--- config.mk ---
export PLATFORM = sky130hd
export DESIGN_NAME = ptm_timer_pair
export DESIGN_NICKNAME = d
export VERILOG_FILES = /design/src/design/ptm_pkg.sv /design/src/design/ptm_timer_pair.sv /design/src/design/ptm_counter.sv
export SDC_FILE = /design/constraint.sdc
export NUM_CORES = 1
export LEC_CHECK = 0
export BUFFER_PORTS_ARGS = -buffer_cell sky130_fd_sc_hd__buf_2
export CAP_MARGIN = 25
export CORE_UTILIZATION = 60
export DETAILED_ROUTE_END_ITERATION = 10
export PLACE_DENSITY_LB_ADDON = 0.25
export SLEW_MARGIN = 20
export SYNTH_ARGS = -nofsm -noshare
export SYNTH_HDL_FRONTEND = slang
export SYNTH_SLANG_ARGS = --single-unit
--- constraint.sdc ---
create_clock -name clk_sys_i -period 7.6 [get_ports clk_sys_i]
set_input_delay 0 -clock clk_sys_i [delete_from_list [all_inputs] [get_ports clk_sys_i]]
set_output_delay 0 -clock clk_sys_i [all_outputs]
set_load 0.02 [all_outputs]
--- src/design/ptm_pkg.sv ---
// constants for the paired 8-bit timer block
package ptm_pkg;

	// ********************************************************
	// register byte offsets on the apb bus
	// ********************************************************
	localparam int unsigned ADDR_W      = 8;
	localparam int unsigned DATA_W      = 32;
	localparam logic [7:0]  RUN_OFS     = 8'h00;
	localparam logic [7:0]  CLKSEL_OFS  = 8'h04;
	localparam logic [7:0]  MODE_OFS    = 8'h08;
	localparam logic [7:0]  FFCTL_OFS   = 8'h0c;
	localparam logic [7:0]  LCMP_OFS    = 8'h10;
	localparam logic [7:0]  UCMP_OFS    = 8'h14;
	localparam logic [7:0]  STATUS_OFS  = 8'h18;

	// ********************************************************
	// field positions
	// ********************************************************
	localparam int unsigned RUN_LOWER_BIT  = 0;
	localparam int unsigned RUN_UPPER_BIT  = 1;
	localparam int unsigned RUN_PRE_BIT    = 2;
	localparam int unsigned RUN_W          = 3;
	localparam int unsigned CLK_LOWER_LSB  = 0;
	localparam int unsigned CLK_UPPER_LSB  = 2;
	localparam int unsigned PWM_LSB        = 0;
	localparam int unsigned PAIR_MODE_LSB  = 2;
	localparam int unsigned FF_IE_BIT      = 0;
	localparam int unsigned FF_IS_BIT      = 1;
	localparam int unsigned FF_ACT_LSB     = 2;
	localparam int unsigned ST_LCNT_LSB    = 0;
	localparam int unsigned ST_UCNT_LSB    = 8;
	localparam int unsigned ST_HOLD_BIT    = 16;

	// ********************************************************
	// reset values
	// ********************************************************
	localparam logic [2:0] RUN_RST    = 3'h0;
	localparam logic [3:0] CLKSEL_RST = 4'h0;
	localparam logic [3:0] MODE_RST   = 4'h0;
	localparam logic [1:0] FFCTL_RST  = 2'h0;
	localparam logic [7:0] CMP_RST    = 8'h00;
	localparam logic       FF_RST     = 1'b0;

	// ********************************************************
	// codes of the clock select, pair mode, action and pwm period fields
	// ********************************************************
	localparam logic [1:0] CLK_ALT      = 2'b00;
	localparam logic [1:0] CLK_T1       = 2'b01;
	localparam logic [1:0] CLK_T16      = 2'b10;
	localparam logic [1:0] CLK_T256     = 2'b11;
	localparam logic [1:0] MODE_INDEP   = 2'b00;
	localparam logic [1:0] MODE_CASCADE = 2'b01;
	localparam logic [1:0] MODE_PULSE   = 2'b10;
	localparam logic [1:0] MODE_PWM     = 2'b11;
	localparam logic [1:0] FFA_CLEAR    = 2'b00;
	localparam logic [1:0] FFA_SET      = 2'b01;
	localparam logic [1:0] FFA_INVERT   = 2'b10;
	localparam logic [1:0] FFA_KEEP     = 2'b11;
	localparam logic [1:0] PWM_N6       = 2'b01;
	localparam logic [1:0] PWM_N7       = 2'b10;
	localparam logic [1:0] PWM_N8       = 2'b11;

	// ********************************************************
	// prescaler taps, pwm periods and counter values
	// ********************************************************
	localparam int unsigned PRE_W     = 11;
	localparam logic [10:0] TAP1_MASK = 11'h007;
	localparam logic [10:0] TAP16_MASK = 11'h07f;
	localparam logic [10:0] TAP256_MASK = 11'h7ff;
	localparam logic [7:0]  PWM_TOP6  = 8'h3f;
	localparam logic [7:0]  PWM_TOP7  = 8'h7f;
	localparam logic [7:0]  PWM_TOP8  = 8'hff;
	localparam logic [7:0]  CNT_MAX   = 8'hff;
	localparam logic [7:0]  CNT_ONE   = 8'h01;
	localparam logic [7:0]  CNT_ZERO  = 8'h00;

endpackage

--- src/design/ptm_timer_pair.sv ---
// paired 8-bit timers with shared output flip-flop and apb registers
//
// Contract
// - action code 1,0 inverts the output flip-flop at once, running or not
// - action code 0,0 clears the flip-flop, code 0,1 sets it
// - flip-flop and compare registers read back nothing of their contents
// - pair mode 01 cascades both counters into one 16-bit timer
// - cascaded upper counts lower overflows; lower uses its own tap select
// - cascaded low compare write suspends comparison, high compare write resumes it
// - cascaded low match raises lower irq, no clear, no flip-flop toggle
// - cascaded joint match clears both, upper irq, toggles when enabled
// - independent mode: each clears on match; upper may count lower matches
// - independent mode: source select 0 lower match, 1 upper match
// - pulse mode: upper counter toggles output on duty or period match
// - pulse mode: lower counter may still count but drives nothing
// - pulse polarity follows the flip-flop preset before start
// - pwm uses upper timer only; lower stays an independent timer
// - pwm toggles on compare match and on 2^n-1 overflow, which clears
// - pwm period code 01,10,11 gives 63, 127, 255 clocks
// - pwm compare match raises upper irq; compare writes act at once
// - compare value zero matches on counter overflow, except the pwm compare, which then never matches
// - in independent mode a match clears the counter, raises irq, toggles when enabled and its timer is the selected source
`timescale 1ns/100ps

module ptm_timer_pair
(
	input  wire logic        clk_sys_i,
	input  wire logic        resetn_i,
	input  wire logic        psel_i,
	input  wire logic        penable_i,
	input  wire logic        pwrite_i,
	input  wire logic [7:0]  paddr_i,
	input  wire logic [31:0] pwdata_i,
	input  wire logic [3:0]  pstrb_i,
	output logic [31:0]      prdata_o,
	output logic             pready_o,
	output logic             pslverr_o,
	output logic             pair_output_pin_o,
	output logic             lower_match_irq_o,
	output logic             upper_match_irq_o
);

	// ********************************************************
	// helpers
	// ********************************************************

	// match on the tick that would bring cnt to cmp; zero means overflow
	function automatic logic next_eq(input logic [7:0] cnt,
		input logic [7:0] cmp);
		logic [7:0] inc;
		inc = cnt + ptm_pkg::CNT_ONE;
		if (cmp == ptm_pkg::CNT_ZERO)
		begin
			next_eq = (cnt == ptm_pkg::CNT_MAX);
		end
		else
		begin
			next_eq = (inc == cmp);
		end
	endfunction

	// pick a prescaler tap; code 00 gives the alternate source
	function automatic logic tap_pick(input logic [1:0] code,
		input logic [2:0] taps, input logic alt);
		logic t;
		t = alt;
		unique case (code)
			ptm_pkg::CLK_ALT:  t = alt;
			ptm_pkg::CLK_T1:   t = taps[0];
			ptm_pkg::CLK_T16:  t = taps[1];
			ptm_pkg::CLK_T256: t = taps[2];
		endcase
		tap_pick = t;
	endfunction

	// pwm period top from the period field
	function automatic logic [7:0] pwm_top(input logic [1:0] code);
		logic [7:0] top;
		top = ptm_pkg::PWM_TOP8;
		unique case (code)
			ptm_pkg::PWM_N6: top = ptm_pkg::PWM_TOP6;
			ptm_pkg::PWM_N7: top = ptm_pkg::PWM_TOP7;
			ptm_pkg::PWM_N8: top = ptm_pkg::PWM_TOP8;
			default:         top = ptm_pkg::PWM_TOP8;
		endcase
		pwm_top = top;
	endfunction

	// ********************************************************
	// apb decode
	// ********************************************************
	logic       wr_en;
	logic       rd_setup;
	logic       mapped;
	logic [7:0] wbyte;

	// zero wait states; a write lands at the access edge
	assign mapped = (paddr_i == ptm_pkg::RUN_OFS) ||
		(paddr_i == ptm_pkg::CLKSEL_OFS) ||
		(paddr_i == ptm_pkg::MODE_OFS) ||
		(paddr_i == ptm_pkg::FFCTL_OFS) ||
		(paddr_i == ptm_pkg::LCMP_OFS) ||
		(paddr_i == ptm_pkg::UCMP_OFS) ||
		(paddr_i == ptm_pkg::STATUS_OFS);
	assign wr_en     = psel_i && penable_i && pwrite_i && pstrb_i[0] && mapped;
	assign rd_setup  = psel_i && !penable_i && !pwrite_i;
	assign wbyte     = pwdata_i[7:0];
	assign pready_o  = 1'b1;
	assign pslverr_o = psel_i && penable_i && !mapped;

	// ********************************************************
	// software registers
	// ********************************************************
	logic [2:0]  run_control_reg;
	logic [2:0]  run_control_next;
	logic [3:0]  timer_clock_select_reg;
	logic [3:0]  timer_clock_select_next;
	logic [3:0]  timer_mode_reg;
	logic [3:0]  timer_mode_next;
	logic [1:0]  flipflop_control_reg;
	logic [1:0]  flipflop_control_next;
	logic [7:0]  lower_compare_reg;
	logic [7:0]  lower_compare_next;
	logic [7:0]  upper_compare_reg;
	logic [7:0]  upper_compare_next;
	logic        cmp_hold_reg;
	logic        cmp_hold_next;
	logic [31:0] prdata_reg;
	logic [31:0] prdata_next;
	logic [1:0]  pair_mode_field;
	logic [1:0]  pwm_period_field;
	logic [7:0]  lower_counter;
	logic [7:0]  upper_counter;

	assign pair_mode_field  = timer_mode_reg[ptm_pkg::PAIR_MODE_LSB +: 2];
	assign pwm_period_field = timer_mode_reg[ptm_pkg::PWM_LSB +: 2];

	// writes and the read snapshot taken in the setup cycle
	always_comb
	begin
		run_control_next        = run_control_reg;
		timer_clock_select_next = timer_clock_select_reg;
		timer_mode_next         = timer_mode_reg;
		flipflop_control_next   = flipflop_control_reg;
		lower_compare_next      = lower_compare_reg;
		upper_compare_next      = upper_compare_reg;
		cmp_hold_next           = cmp_hold_reg;
		prdata_next             = prdata_reg;
		if (wr_en)
		begin
			unique case (paddr_i)
				ptm_pkg::RUN_OFS:    run_control_next = wbyte[2:0];
				ptm_pkg::CLKSEL_OFS: timer_clock_select_next = wbyte[3:0];
				ptm_pkg::MODE_OFS:   timer_mode_next = wbyte[3:0];
				ptm_pkg::FFCTL_OFS:  flipflop_control_next = wbyte[1:0];
				ptm_pkg::LCMP_OFS:
				begin
					lower_compare_next = wbyte; // takes effect at once
					if (pair_mode_field == ptm_pkg::MODE_CASCADE)
					begin
						cmp_hold_next = 1'b1;
					end
				end
				ptm_pkg::UCMP_OFS:
				begin
					upper_compare_next = wbyte;
					cmp_hold_next      = 1'b0;
				end
				default:             cmp_hold_next = cmp_hold_reg;
			endcase
		end
		if (rd_setup)
		begin
			prdata_next = 32'h0000_0000;
			unique case (paddr_i)
				ptm_pkg::RUN_OFS:    prdata_next[2:0] = run_control_reg;
				ptm_pkg::CLKSEL_OFS: prdata_next[3:0] = timer_clock_select_reg;
				ptm_pkg::MODE_OFS:   prdata_next[3:0] = timer_mode_reg;
				ptm_pkg::FFCTL_OFS:
				begin
					// flip-flop value hidden; action field reads as keep
					prdata_next[1:0] = flipflop_control_reg;
					prdata_next[ptm_pkg::FF_ACT_LSB +: 2] = ptm_pkg::FFA_KEEP;
				end
				ptm_pkg::STATUS_OFS:
				begin
					prdata_next[ptm_pkg::ST_LCNT_LSB +: 8] = lower_counter;
					prdata_next[ptm_pkg::ST_UCNT_LSB +: 8] = upper_counter;
					prdata_next[ptm_pkg::ST_HOLD_BIT]      = cmp_hold_reg;
				end
				default:             prdata_next = 32'h0000_0000;
			endcase
		end
	end

	// register only
	always_ff @(posedge clk_sys_i or negedge resetn_i)
	begin
		if (!resetn_i)
		begin
			run_control_reg        <= ptm_pkg::RUN_RST;
			timer_clock_select_reg <= ptm_pkg::CLKSEL_RST;
			timer_mode_reg         <= ptm_pkg::MODE_RST;
			flipflop_control_reg   <= ptm_pkg::FFCTL_RST;
			lower_compare_reg      <= ptm_pkg::CMP_RST;
			upper_compare_reg      <= ptm_pkg::CMP_RST;
			cmp_hold_reg           <= 1'b0;
			prdata_reg             <= 32'h0000_0000;
		end
		else
		begin
			run_control_reg        <= run_control_next;
			timer_clock_select_reg <= timer_clock_select_next;
			timer_mode_reg         <= timer_mode_next;
			flipflop_control_reg   <= flipflop_control_next;
			lower_compare_reg      <= lower_compare_next;
			upper_compare_reg      <= upper_compare_next;
			cmp_hold_reg           <= cmp_hold_next;
			prdata_reg             <= prdata_next;
		end
	end

	assign prdata_o = prdata_reg;

	// ********************************************************
	// prescaler
	// ********************************************************
	logic [10:0] pre_reg;
	logic [10:0] pre_next;
	logic [2:0]  taps;

	// stopping the prescaler clears it so restarts are phase aligned
	always_comb
	begin
		pre_next = ptm_pkg::PRE_W'(0);
		if (run_control_reg[ptm_pkg::RUN_PRE_BIT])
		begin
			pre_next = pre_reg + 11'h001;
		end
	end

	always_ff @(posedge clk_sys_i or negedge resetn_i)
	begin
		if (!resetn_i)
		begin
			pre_reg <= 11'h000;
		end
		else
		begin
			pre_reg <= pre_next;
		end
	end

	// one-cycle taps at fc/8, fc/128, fc/2048
	assign taps[0] = run_control_reg[ptm_pkg::RUN_PRE_BIT] &&
		((pre_reg & ptm_pkg::TAP1_MASK) == ptm_pkg::TAP1_MASK);
	assign taps[1] = run_control_reg[ptm_pkg::RUN_PRE_BIT] &&
		((pre_reg & ptm_pkg::TAP16_MASK) == ptm_pkg::TAP16_MASK);
	assign taps[2] = run_control_reg[ptm_pkg::RUN_PRE_BIT] &&
		((pre_reg & ptm_pkg::TAP256_MASK) == ptm_pkg::TAP256_MASK);

	// ********************************************************
	// match and mode logic
	// ********************************************************
	logic [1:0] lower_clk;
	logic [1:0] upper_clk;
	logic       lower_tick;
	logic       lower_hit;
	logic       upper_tick;
	logic       upper_clear;
	logic       lower_clear;
	logic       hw_toggle;
	logic       lirq;
	logic       uirq;
	logic       ie;
	logic       invert_source_select;
	logic       joint;
	logic       u_eq;
	logic       duty_hit;
	logic       per_hit;
	logic [7:0] top;

	assign lower_clk  = timer_clock_select_reg[ptm_pkg::CLK_LOWER_LSB +: 2];
	assign upper_clk  = timer_clock_select_reg[ptm_pkg::CLK_UPPER_LSB +: 2];
	assign ie         = flipflop_control_reg[ptm_pkg::FF_IE_BIT];
	assign invert_source_select = flipflop_control_reg[ptm_pkg::FF_IS_BIT];
	assign lower_tick = tap_pick(lower_clk, taps, 1'b0);
	assign lower_hit  = lower_tick &&
		next_eq(lower_counter, lower_compare_reg);
	assign top        = pwm_top(pwm_period_field);

	// one case per pair mode; the lower timer keeps its own match path in independent and pwm modes
	always_comb
	begin
		upper_tick  = tap_pick(upper_clk, taps, 1'b0);
		lower_clear = lower_hit;
		upper_clear = 1'b0;
		hw_toggle   = 1'b0;
		lirq        = lower_hit;
		uirq        = 1'b0;
		joint       = 1'b0;
		u_eq        = 1'b0;
		duty_hit    = 1'b0;
		per_hit     = 1'b0;
		unique case (pair_mode_field)
			ptm_pkg::MODE_INDEP:
			begin
				// code 00 lets the upper count lower matches
				upper_tick  = tap_pick(upper_clk, taps, lower_hit);
				per_hit     = upper_tick &&
					next_eq(upper_counter, upper_compare_reg);
				upper_clear = per_hit;
				uirq        = per_hit;
				hw_toggle   = ie && (invert_source_select ?
					per_hit : lower_hit);
			end
			ptm_pkg::MODE_CASCADE:
			begin
				// upper ignores its select and counts overflows
				upper_tick = lower_tick &&
					(lower_counter == ptm_pkg::CNT_MAX);
				// zero low byte matches on overflow, when upper steps too
				u_eq = (lower_compare_reg == ptm_pkg::CNT_ZERO) ?
					next_eq(upper_counter, upper_compare_reg) :
					(upper_counter == upper_compare_reg);
				joint       = !cmp_hold_reg && lower_hit && u_eq;
				lirq        = !cmp_hold_reg && lower_hit;
				lower_clear = joint;
				upper_clear = joint;
				uirq        = joint;
				hw_toggle   = ie && joint;
			end
			ptm_pkg::MODE_PULSE:
			begin
				// lower count clears on its own compare match and drives nothing
				duty_hit    = upper_tick &&
					next_eq(upper_counter, lower_compare_reg);
				per_hit     = upper_tick &&
					next_eq(upper_counter, upper_compare_reg);
				upper_clear = per_hit;
				lirq        = duty_hit;
				uirq        = per_hit;
				hw_toggle   = ie && (duty_hit || per_hit);
			end
			ptm_pkg::MODE_PWM:
			begin
				// lower stays a plain 8-bit timer
				duty_hit    = upper_tick &&
					((upper_counter + ptm_pkg::CNT_ONE) == upper_compare_reg);
				per_hit     = upper_tick &&
					((upper_counter + ptm_pkg::CNT_ONE) == top);
				upper_clear = per_hit;
				uirq        = duty_hit;
				hw_toggle   = ie && (duty_hit || per_hit);
			end
		endcase
	end

	ptm_counter u_lower
	(
		.clk_sys_i (clk_sys_i),
		.resetn_i  (resetn_i),
		.run_i     (run_control_reg[ptm_pkg::RUN_LOWER_BIT]),
		.tick_i    (lower_tick),
		.clear_i   (lower_clear),
		.count_o   (lower_counter)
	);

	ptm_counter u_upper
	(
		.clk_sys_i (clk_sys_i),
		.resetn_i  (resetn_i),
		.run_i     (run_control_reg[ptm_pkg::RUN_UPPER_BIT]),
		.tick_i    (upper_tick),
		.clear_i   (upper_clear),
		.count_o   (upper_counter)
	);

	// ********************************************************
	// output flip-flop and match pulses
	// ********************************************************
	logic       pair_output_flipflop_reg;
	logic       pair_output_flipflop_next;
	logic       lirq_reg;
	logic       uirq_reg;
	logic [1:0] flipflop_action_code;
	logic       ff_wr;

	assign ff_wr = wr_en && (paddr_i == ptm_pkg::FFCTL_OFS);
	assign flipflop_action_code = wbyte[ptm_pkg::FF_ACT_LSB +: 2];

	// software set or clear beats a hardware toggle in the same cycle;
	// a software invert and a hardware toggle together cancel
	always_comb
	begin
		pair_output_flipflop_next = pair_output_flipflop_reg ^ hw_toggle;
		if (ff_wr)
		begin
			unique case (flipflop_action_code)
				ptm_pkg::FFA_CLEAR:  pair_output_flipflop_next = 1'b0;
				ptm_pkg::FFA_SET:    pair_output_flipflop_next = 1'b1;
				ptm_pkg::FFA_INVERT: pair_output_flipflop_next =
					!(pair_output_flipflop_reg ^ hw_toggle);
				ptm_pkg::FFA_KEEP:   pair_output_flipflop_next =
					pair_output_flipflop_reg ^ hw_toggle;
			endcase
		end
	end

	always_ff @(posedge clk_sys_i or negedge resetn_i)
	begin
		if (!resetn_i)
		begin
			pair_output_flipflop_reg <= ptm_pkg::FF_RST;
			lirq_reg                 <= 1'b0;
			uirq_reg                 <= 1'b0;
		end
		else
		begin
			pair_output_flipflop_reg <= pair_output_flipflop_next;
			lirq_reg                 <= lirq;
			uirq_reg                 <= uirq;
		end
	end

	// polarity is whatever the preset left in the flip-flop
	assign pair_output_pin_o = pair_output_flipflop_reg;
	assign lower_match_irq_o = lirq_reg;
	assign upper_match_irq_o = uirq_reg;

endmodule

--- src/design/ptm_counter.sv ---
// one 8-bit up-counter with run, tick and clear
`timescale 1ns/100ps

module ptm_counter
(
	input  wire logic       clk_sys_i,
	input  wire logic       resetn_i,
	input  wire logic       run_i,
	input  wire logic       tick_i,
	input  wire logic       clear_i,
	output logic [7:0]      count_o
);

	// ********************************************************
	// count state
	// ********************************************************
	logic [7:0] count_reg;
	logic [7:0] count_next;

	// a stopped counter is held at zero; clear beats the tick
	always_comb
	begin
		count_next = count_reg;
		if (!run_i)
		begin
			count_next = ptm_pkg::CNT_ZERO;
		end
		else if (clear_i)
		begin
			count_next = ptm_pkg::CNT_ZERO;
		end
		else if (tick_i)
		begin
			count_next = count_reg + ptm_pkg::CNT_ONE; // wraps at 8 bits
		end
	end

	// register only
	always_ff @(posedge clk_sys_i or negedge resetn_i)
	begin
		if (!resetn_i)
		begin
			count_reg <= ptm_pkg::CNT_ZERO;
		end
		else
		begin
			count_reg <= count_next;
		end
	end

	assign count_o = count_reg;

endmodule

### Word level (Yosys, flattened, before mapping)

Index checks and enable logic that the tools add are counted.

| storage, ports and cells | value |
|---|---|
| output and inout port bits | 37 |
| flip-flop bits (word level) | 77 |

| operators by class | value |
|---|---|
| bitwise logic cells | 1 |
| reductions and logical operators | 52 |
| equality and inequality tests | 33 |
| muxes and demuxes | 34 |
| add/subtract/negate cells | 3 |

Operator list:

| operator | number |
|---|---|
| $mux W8 | 6 |
| $eq A8 B8 Y1 | 5 |
| $pmux W1 S4 | 8 |
| $eq A8 B5 Y1 const B | 3 |
| $logic_and A1 B1 Y1 | 24 |
| $logic_not A8 Y1 | 3 |
| $eq A2 B2 Y1 const B | 9 |
| $add A8 B1 Y8 const B | 2 |
| $eq A8 B4 Y1 const B | 2 |
| $eq A8 B8 Y1 const B | 2 |
| $pmux W8 S2 | 1 |
| $pmux W3 S5 | 1 |
| $mux W1 | 13 |
| $mux W13 | 1 |
| $reduce_and A2 Y1 | 6 |
| $add A11 B1 Y11 const B | 1 |
| $eq A11 B11 Y1 const B | 1 |
| $mux W11 | 1 |
| $eq A2 B1 Y1 const B | 5 |
| $eq A8 B3 Y1 const B | 1 |
| $logic_not A2 Y1 | 4 |
| $logic_or A1 B1 Y1 | 8 |
| $eq A7 B7 Y1 const B | 1 |
| $ne A3 B1 Y1 const B | 2 |
| other kinds (7) | 13 |

### Longest topological paths before layout

| logic depth | value |
|---|---|
| depth after elaboration | 14 |
| gate-level depth with buffers | 14 |
| gate-level depth less buffers | 12 |

### Cells and area by module

Synthesis repeated with hierarchy kept, for this count alone.

| unflattened totals | value |
|---|---|
| cells, all modules | 520 |
| area total of the unflattened synthesis | 4,949.7 µm² |

By module, submodules not included:

| module | area each (µm²) | cells each | times used | seq. area each (µm²) |
|---|---|---|---|---|
| ptm_timer_pair | 4,161.5 | 444 | 1 | 1,526.5 |
| ptm_counter | 394.1 | 38 | 2 | 200.2 |

### Worst setup path after synthesis

No wires, ideal clock.

| timing | value |
|---|---|
| kind | register to register |
| from | register u_upper.count_reg[0], in the netlist u_upper.count_o[0] |
| to | register pair_output_flipflop_reg, in the netlist pair_output_pin_o |
| cell stages (with the launch flop) | 12 |
| buffers on the path | 0 |
| arrival | 2.948 ns |
| setup time | 0.132 ns |
| setup slack | 4.520 ns |
| clock period less this slack | 3.080 ns |
| required time | 7.468 ns |
| cell sequence | dfrtp_1 > ha_1 > nand3_1 > nor2_1 > xor3_1 > o31a_1 > o21a_4 > o31ai_4 > nor3b_1 > or3_1 > a211oi_1 > a211oi_2 |

| between the ends | value |
|---|---|
| word-level cells in the longest chain between the ends | 12 |
| elaborated cells on any way between the ends | 31 |
| classes of those cells | 1 x add/sub; 5 x eq/ne; 11 x mux; 1 x bitwise; 13 x reduce/logical |

Ends and longest elaborated chain:

| element | RTL line | RTL |
|---|---|---|
| from (decl) | ptm_counter.sv:17 | `logic [7:0] count_reg;` |
| from (signal assigned) | ptm_counter.sv:43 | `count_reg <= ptm_pkg::CNT_ZERO;` |
| from (signal assigned) | ptm_counter.sv:47 | `count_reg <= count_next;` |
| $add A8 B1 Y8 | ptm_timer_pair.sv:51, ptm_timer_pair.sv:349, ptm_timer_pair.sv:351 |  |
| $eq A8 B8 Y1 (on tied branches) | ptm_timer_pair.sv:58, ptm_timer_pair.sv:349 |  |
| $mux W1 | ptm_timer_pair.sv:52 | `if (cmp == ptm_pkg::CNT_ZERO)` |
| $mux W1 | ptm_timer_pair.sv:305 | `unique case (pair_mode_field)` |
| $mux W1, or another cell as far along | ptm_timer_pair.sv:323 | `u_eq = (lower_compare_reg == ptm_pkg::CNT_ZERO) ?` |
| $logic_and A1 B1 Y1, or another cell as far along | ptm_timer_pair.sv:326 | `joint = !cmp_hold_reg && lower_hit && u_eq;` |
| $logic_and A1 B1 Y1 (on tied branches) | ptm_timer_pair.sv:331, ptm_timer_pair.sv:314, ptm_timer_pair.sv:343 |  |
| $pmux W1 S4 * | ptm_timer_pair.sv:305 |  |
| $xor A1 B1 Y1 * | ptm_timer_pair.sv:396, ptm_timer_pair.sv:403, ptm_timer_pair.sv:405 |  |
| $logic_not A1 Y1 | ptm_timer_pair.sv:403 | `!(pair_output_flipflop_reg ^ hw_toggle);` |
| $pmux W1 S4 | ptm_timer_pair.sv:399 | `unique case (flipflop_action_code)` |
| $mux W1 * | ptm_timer_pair.sv:397 | `if (ff_wr)` |
| via pair_output_flipflop_next | ptm_timer_pair.sv:383 | `logic pair_output_flipflop_next;` |
| to (signal assigned) | ptm_timer_pair.sv:414 | `pair_output_flipflop_reg <= ptm_pkg::FF_RST;` |
| to (signal assigned) | ptm_timer_pair.sv:420 | `pair_output_flipflop_reg <= pair_output_flipflop_next;` |
| to (decl) | ptm_timer_pair.sv:382 | `logic pair_output_flipflop_reg;` |

Mark *: on every way through the listed nets, which the timed path passes. The rest lies on a longest branch. The select of a mux whose other input is x is not followed.
A chain may end at the register's enable or synchronous reset.

### Worst setup path after layout

Same ends and word-level chain as after synthesis.

==> summary.txt <==
Routed vias/inst = 5.88
Later-pin clock latency in the skew report = 360 ps
Final hold vios = 0
Die span in x = 90.4 um
CP Launch Type = register
Cell taking the most area after synthesis = dfrtp_1
Critical setup path kind = reg -> reg
Max IR drop VDD = 92.9 uV
Synth unique cells = 59
Static Leakage = 2.42 nW
Min Hold Slack = 12.5 ps
Starting Density = 63.3%
Cells taking the most area after synthesis = dfrtp_1, mux2_2, nand2_1
Asr flop ratio synth = 100%
Core Footprint = 0.00741 sq mm
RePlAce Congestion = 0.869
Seq/Total Area, Yosys = 41.1%
H-tree levels = 3
Synth Area per Inst = 9.49 sq um
Critical path arrival = 3920 ps
Vias = 3,724
DRT antenna net count = 0
Antenna cell count = 0
Clock slew at reported path FFs = 80 ps
Io pins = 86
Drt pass-1 iters = 5
Max-slew violations = 0
Final setup fails = 0
Final worst path period need = 3690 ps
Clk sink count = 77
Root Driver = clkbuf_8
Layout Skew = 8.09 ps
Max Freq = 0.271 GHz
Worst Tran Pin Value = 1050 ps
Drt drc = 0
Max-cap violations = 0
Dpl hpwl = 7260 um
Setup_tns = 0 ps
Rows = 31
Critical path's largest stage delay = 590 ps
CP max stage cell = dfrtp_1
Status = complete, no violations
Vias in the first global route = 3,633
Post-Route WL = 10,200 um
Layout cell share with drive strength beyond 1 = 18.0%
DR WL/cell = 16.1 um
Power per cell area = 152 mW/mm^2
Final std cells w/o fill = 633
Initial drt markers = 273
RSZ-0062 raised after global routing = false
GR Overflow Total = 0
Largest net degree at the start of global routing = 78
Antenna violations before repair = 0
Placed insts = 610
IO Port Bufs = 42
Max-slew headroom = 29.7%
Synthesis-to-layout area growth = 9.93%
Gr usage total = 27.2%
Synth Warn # = 0
Crit-path max FO = 7
CTS tree = built
Hold Path Class = in -> reg
Cell Chain, Critical Path = ha_1 > nand3_1 > nor2_1 > xor3_1 > o31a_1 > o21a_4 > o31ai_4 > nor3b_1 > or3_1 > a211oi_1 > a211oi_2
Worst-case clock buffer depth = 2
Layout Nets = 588
Yosys reg bits = 77
Setup bufs post-CTS = 0
Synth Instances = 494
Most common cell in the netlist = dfrtp_1
Most used DFF post-synth = dfrtp_1
Max reg flops = 17
CTS Buf Count = 9
# fillers = 601
Synth Cell Area = 0.00469 sq mm
Number of synthesized flops with an enable pin = 0
Top cells by count, synth = dfrtp_1, nand2_1, nor2_1
Die Ht = 90.4 um
First-pass GRT wire length = 17,700 um
Worst Path Required = 7830 ps
Die footprint = 0.00817 sq mm
Top cell type's share of synthesized area = 41.1%
Fin crit share = 48.6%
Crit. End Element = register
## layout by cell type (no fill, tap or decap), types with 11 or more instances in the layout
cell and instances:
xor2_1 25, xnor2_1 20, nor2_1 33, conb_1 16, nor3_1 11, mux2_2 29, and2_1 12, nand2_1 61
a21oi_1 18, o21ai_0 16, dfrtp_1 77, nand3_1 29, buf_2 41
## path summary, 6_finish.rpt
path,from,end,slack (ps),cells past startpoint
setup / recovery,u_upper.count_o[0],pair_output_pin_o,3910,11
hold / removal,pwdata_i[3],timer_clock_select_reg[3],10,2
setup reg to reg,u_upper.count_o[0],pair_output_pin_o,3910,11
hold reg to reg,prdata_o[15],prdata_o[15],460,2
max in group asynchronous,resetn_i,lower_compare_reg[2],6920,3
min in group asynchronous,resetn_i,u_upper.count_o[2],110,2
## cell families after synthesis
| family | count (synthesis) | share of synthesized area, % |
|---|---|---|
| other | 2 | 0.160 |
| multiplexers | 33 | 7.82 |
| AND/OR/NAND/NOR | 205 | 22.2 |
| flip-flops | 77 | 41.1 |
| buffers and inverters | 45 | 5.05 |
| XOR/XNOR | 49 | 10.4 |
| adder cells (fa/ha/maj) | 10 | 2.67 |
| AO/OA/AOI/OAI | 73 | 10.5 |
## area by class of cell
cell class                 instances  area (sq um)  share of cell area (%)
clock buffer                       9           124                    2.40
clock inverter                     7          75.1                    1.46
inverter                           6          22.5                   0.437
multi-input combinational        386          2590                    50.2
sequential                        77          1930                    37.4
tap                               99           124                    2.40
timing repair buffer              49           293                    5.68
## report_power, final
part	switching, mW	total, mW	internal (mW)
sequential	0.00287	0.417	0.414
combinational	0.0389	0.0566	0.0177
clock	0.159	0.312	0.153
## layer usage
| metal | GRT usage, % | share of wire [%] | vias up | wire length, um |
|---|---|---|---|---|
| met5 | 0 | 0 | - | 0 |
| met4 | 11.2 | 2.0 | 0 | 201 |
| met3 | 4.12 | 4.7 | 18 | 479 |
| met2 | 43.8 | 49 | 130 | 4970 |
| met1 | 36.9 | 45 | 1798 | 4570 |
| li1 | - | - | 1778 | - |
## critical path: cells and delay by family (launching register included)
| kind | cells | cell delay (ps) |
|---|---|---|
| adders and majority gates | 1 | 360 |
| AOI/OAI and AO/OA | 5 | 1200 |
| DFF | 1 | 590 |
| and+or+nand+nor | 4 | 1110 |
| xor gates and xnor gates | 1 | 310 |
## metrics by stage
step           power [mW]  setup slack [ps]  cell area, sq um  utilization, %
2_1_floorplan       0.459              4520              4740               -
3_3_place_gp        0.477              4100              4870            65.7
3_5_place_dp        0.478              4030              4870            65.7
4_1_cts             0.789              4000              5130            69.2
5_1_grt             0.813              3710              5150            69.5
6_report            0.786              3910              5150            69.5
## timing repair
action / 4_1_cts / 5_1_grt
resized for setup: 0 / 0
hold buffers: 6 / 0
hold endpoints to repair: 91 / 0
Note: power is estimated with default switching activity, not from simulation.
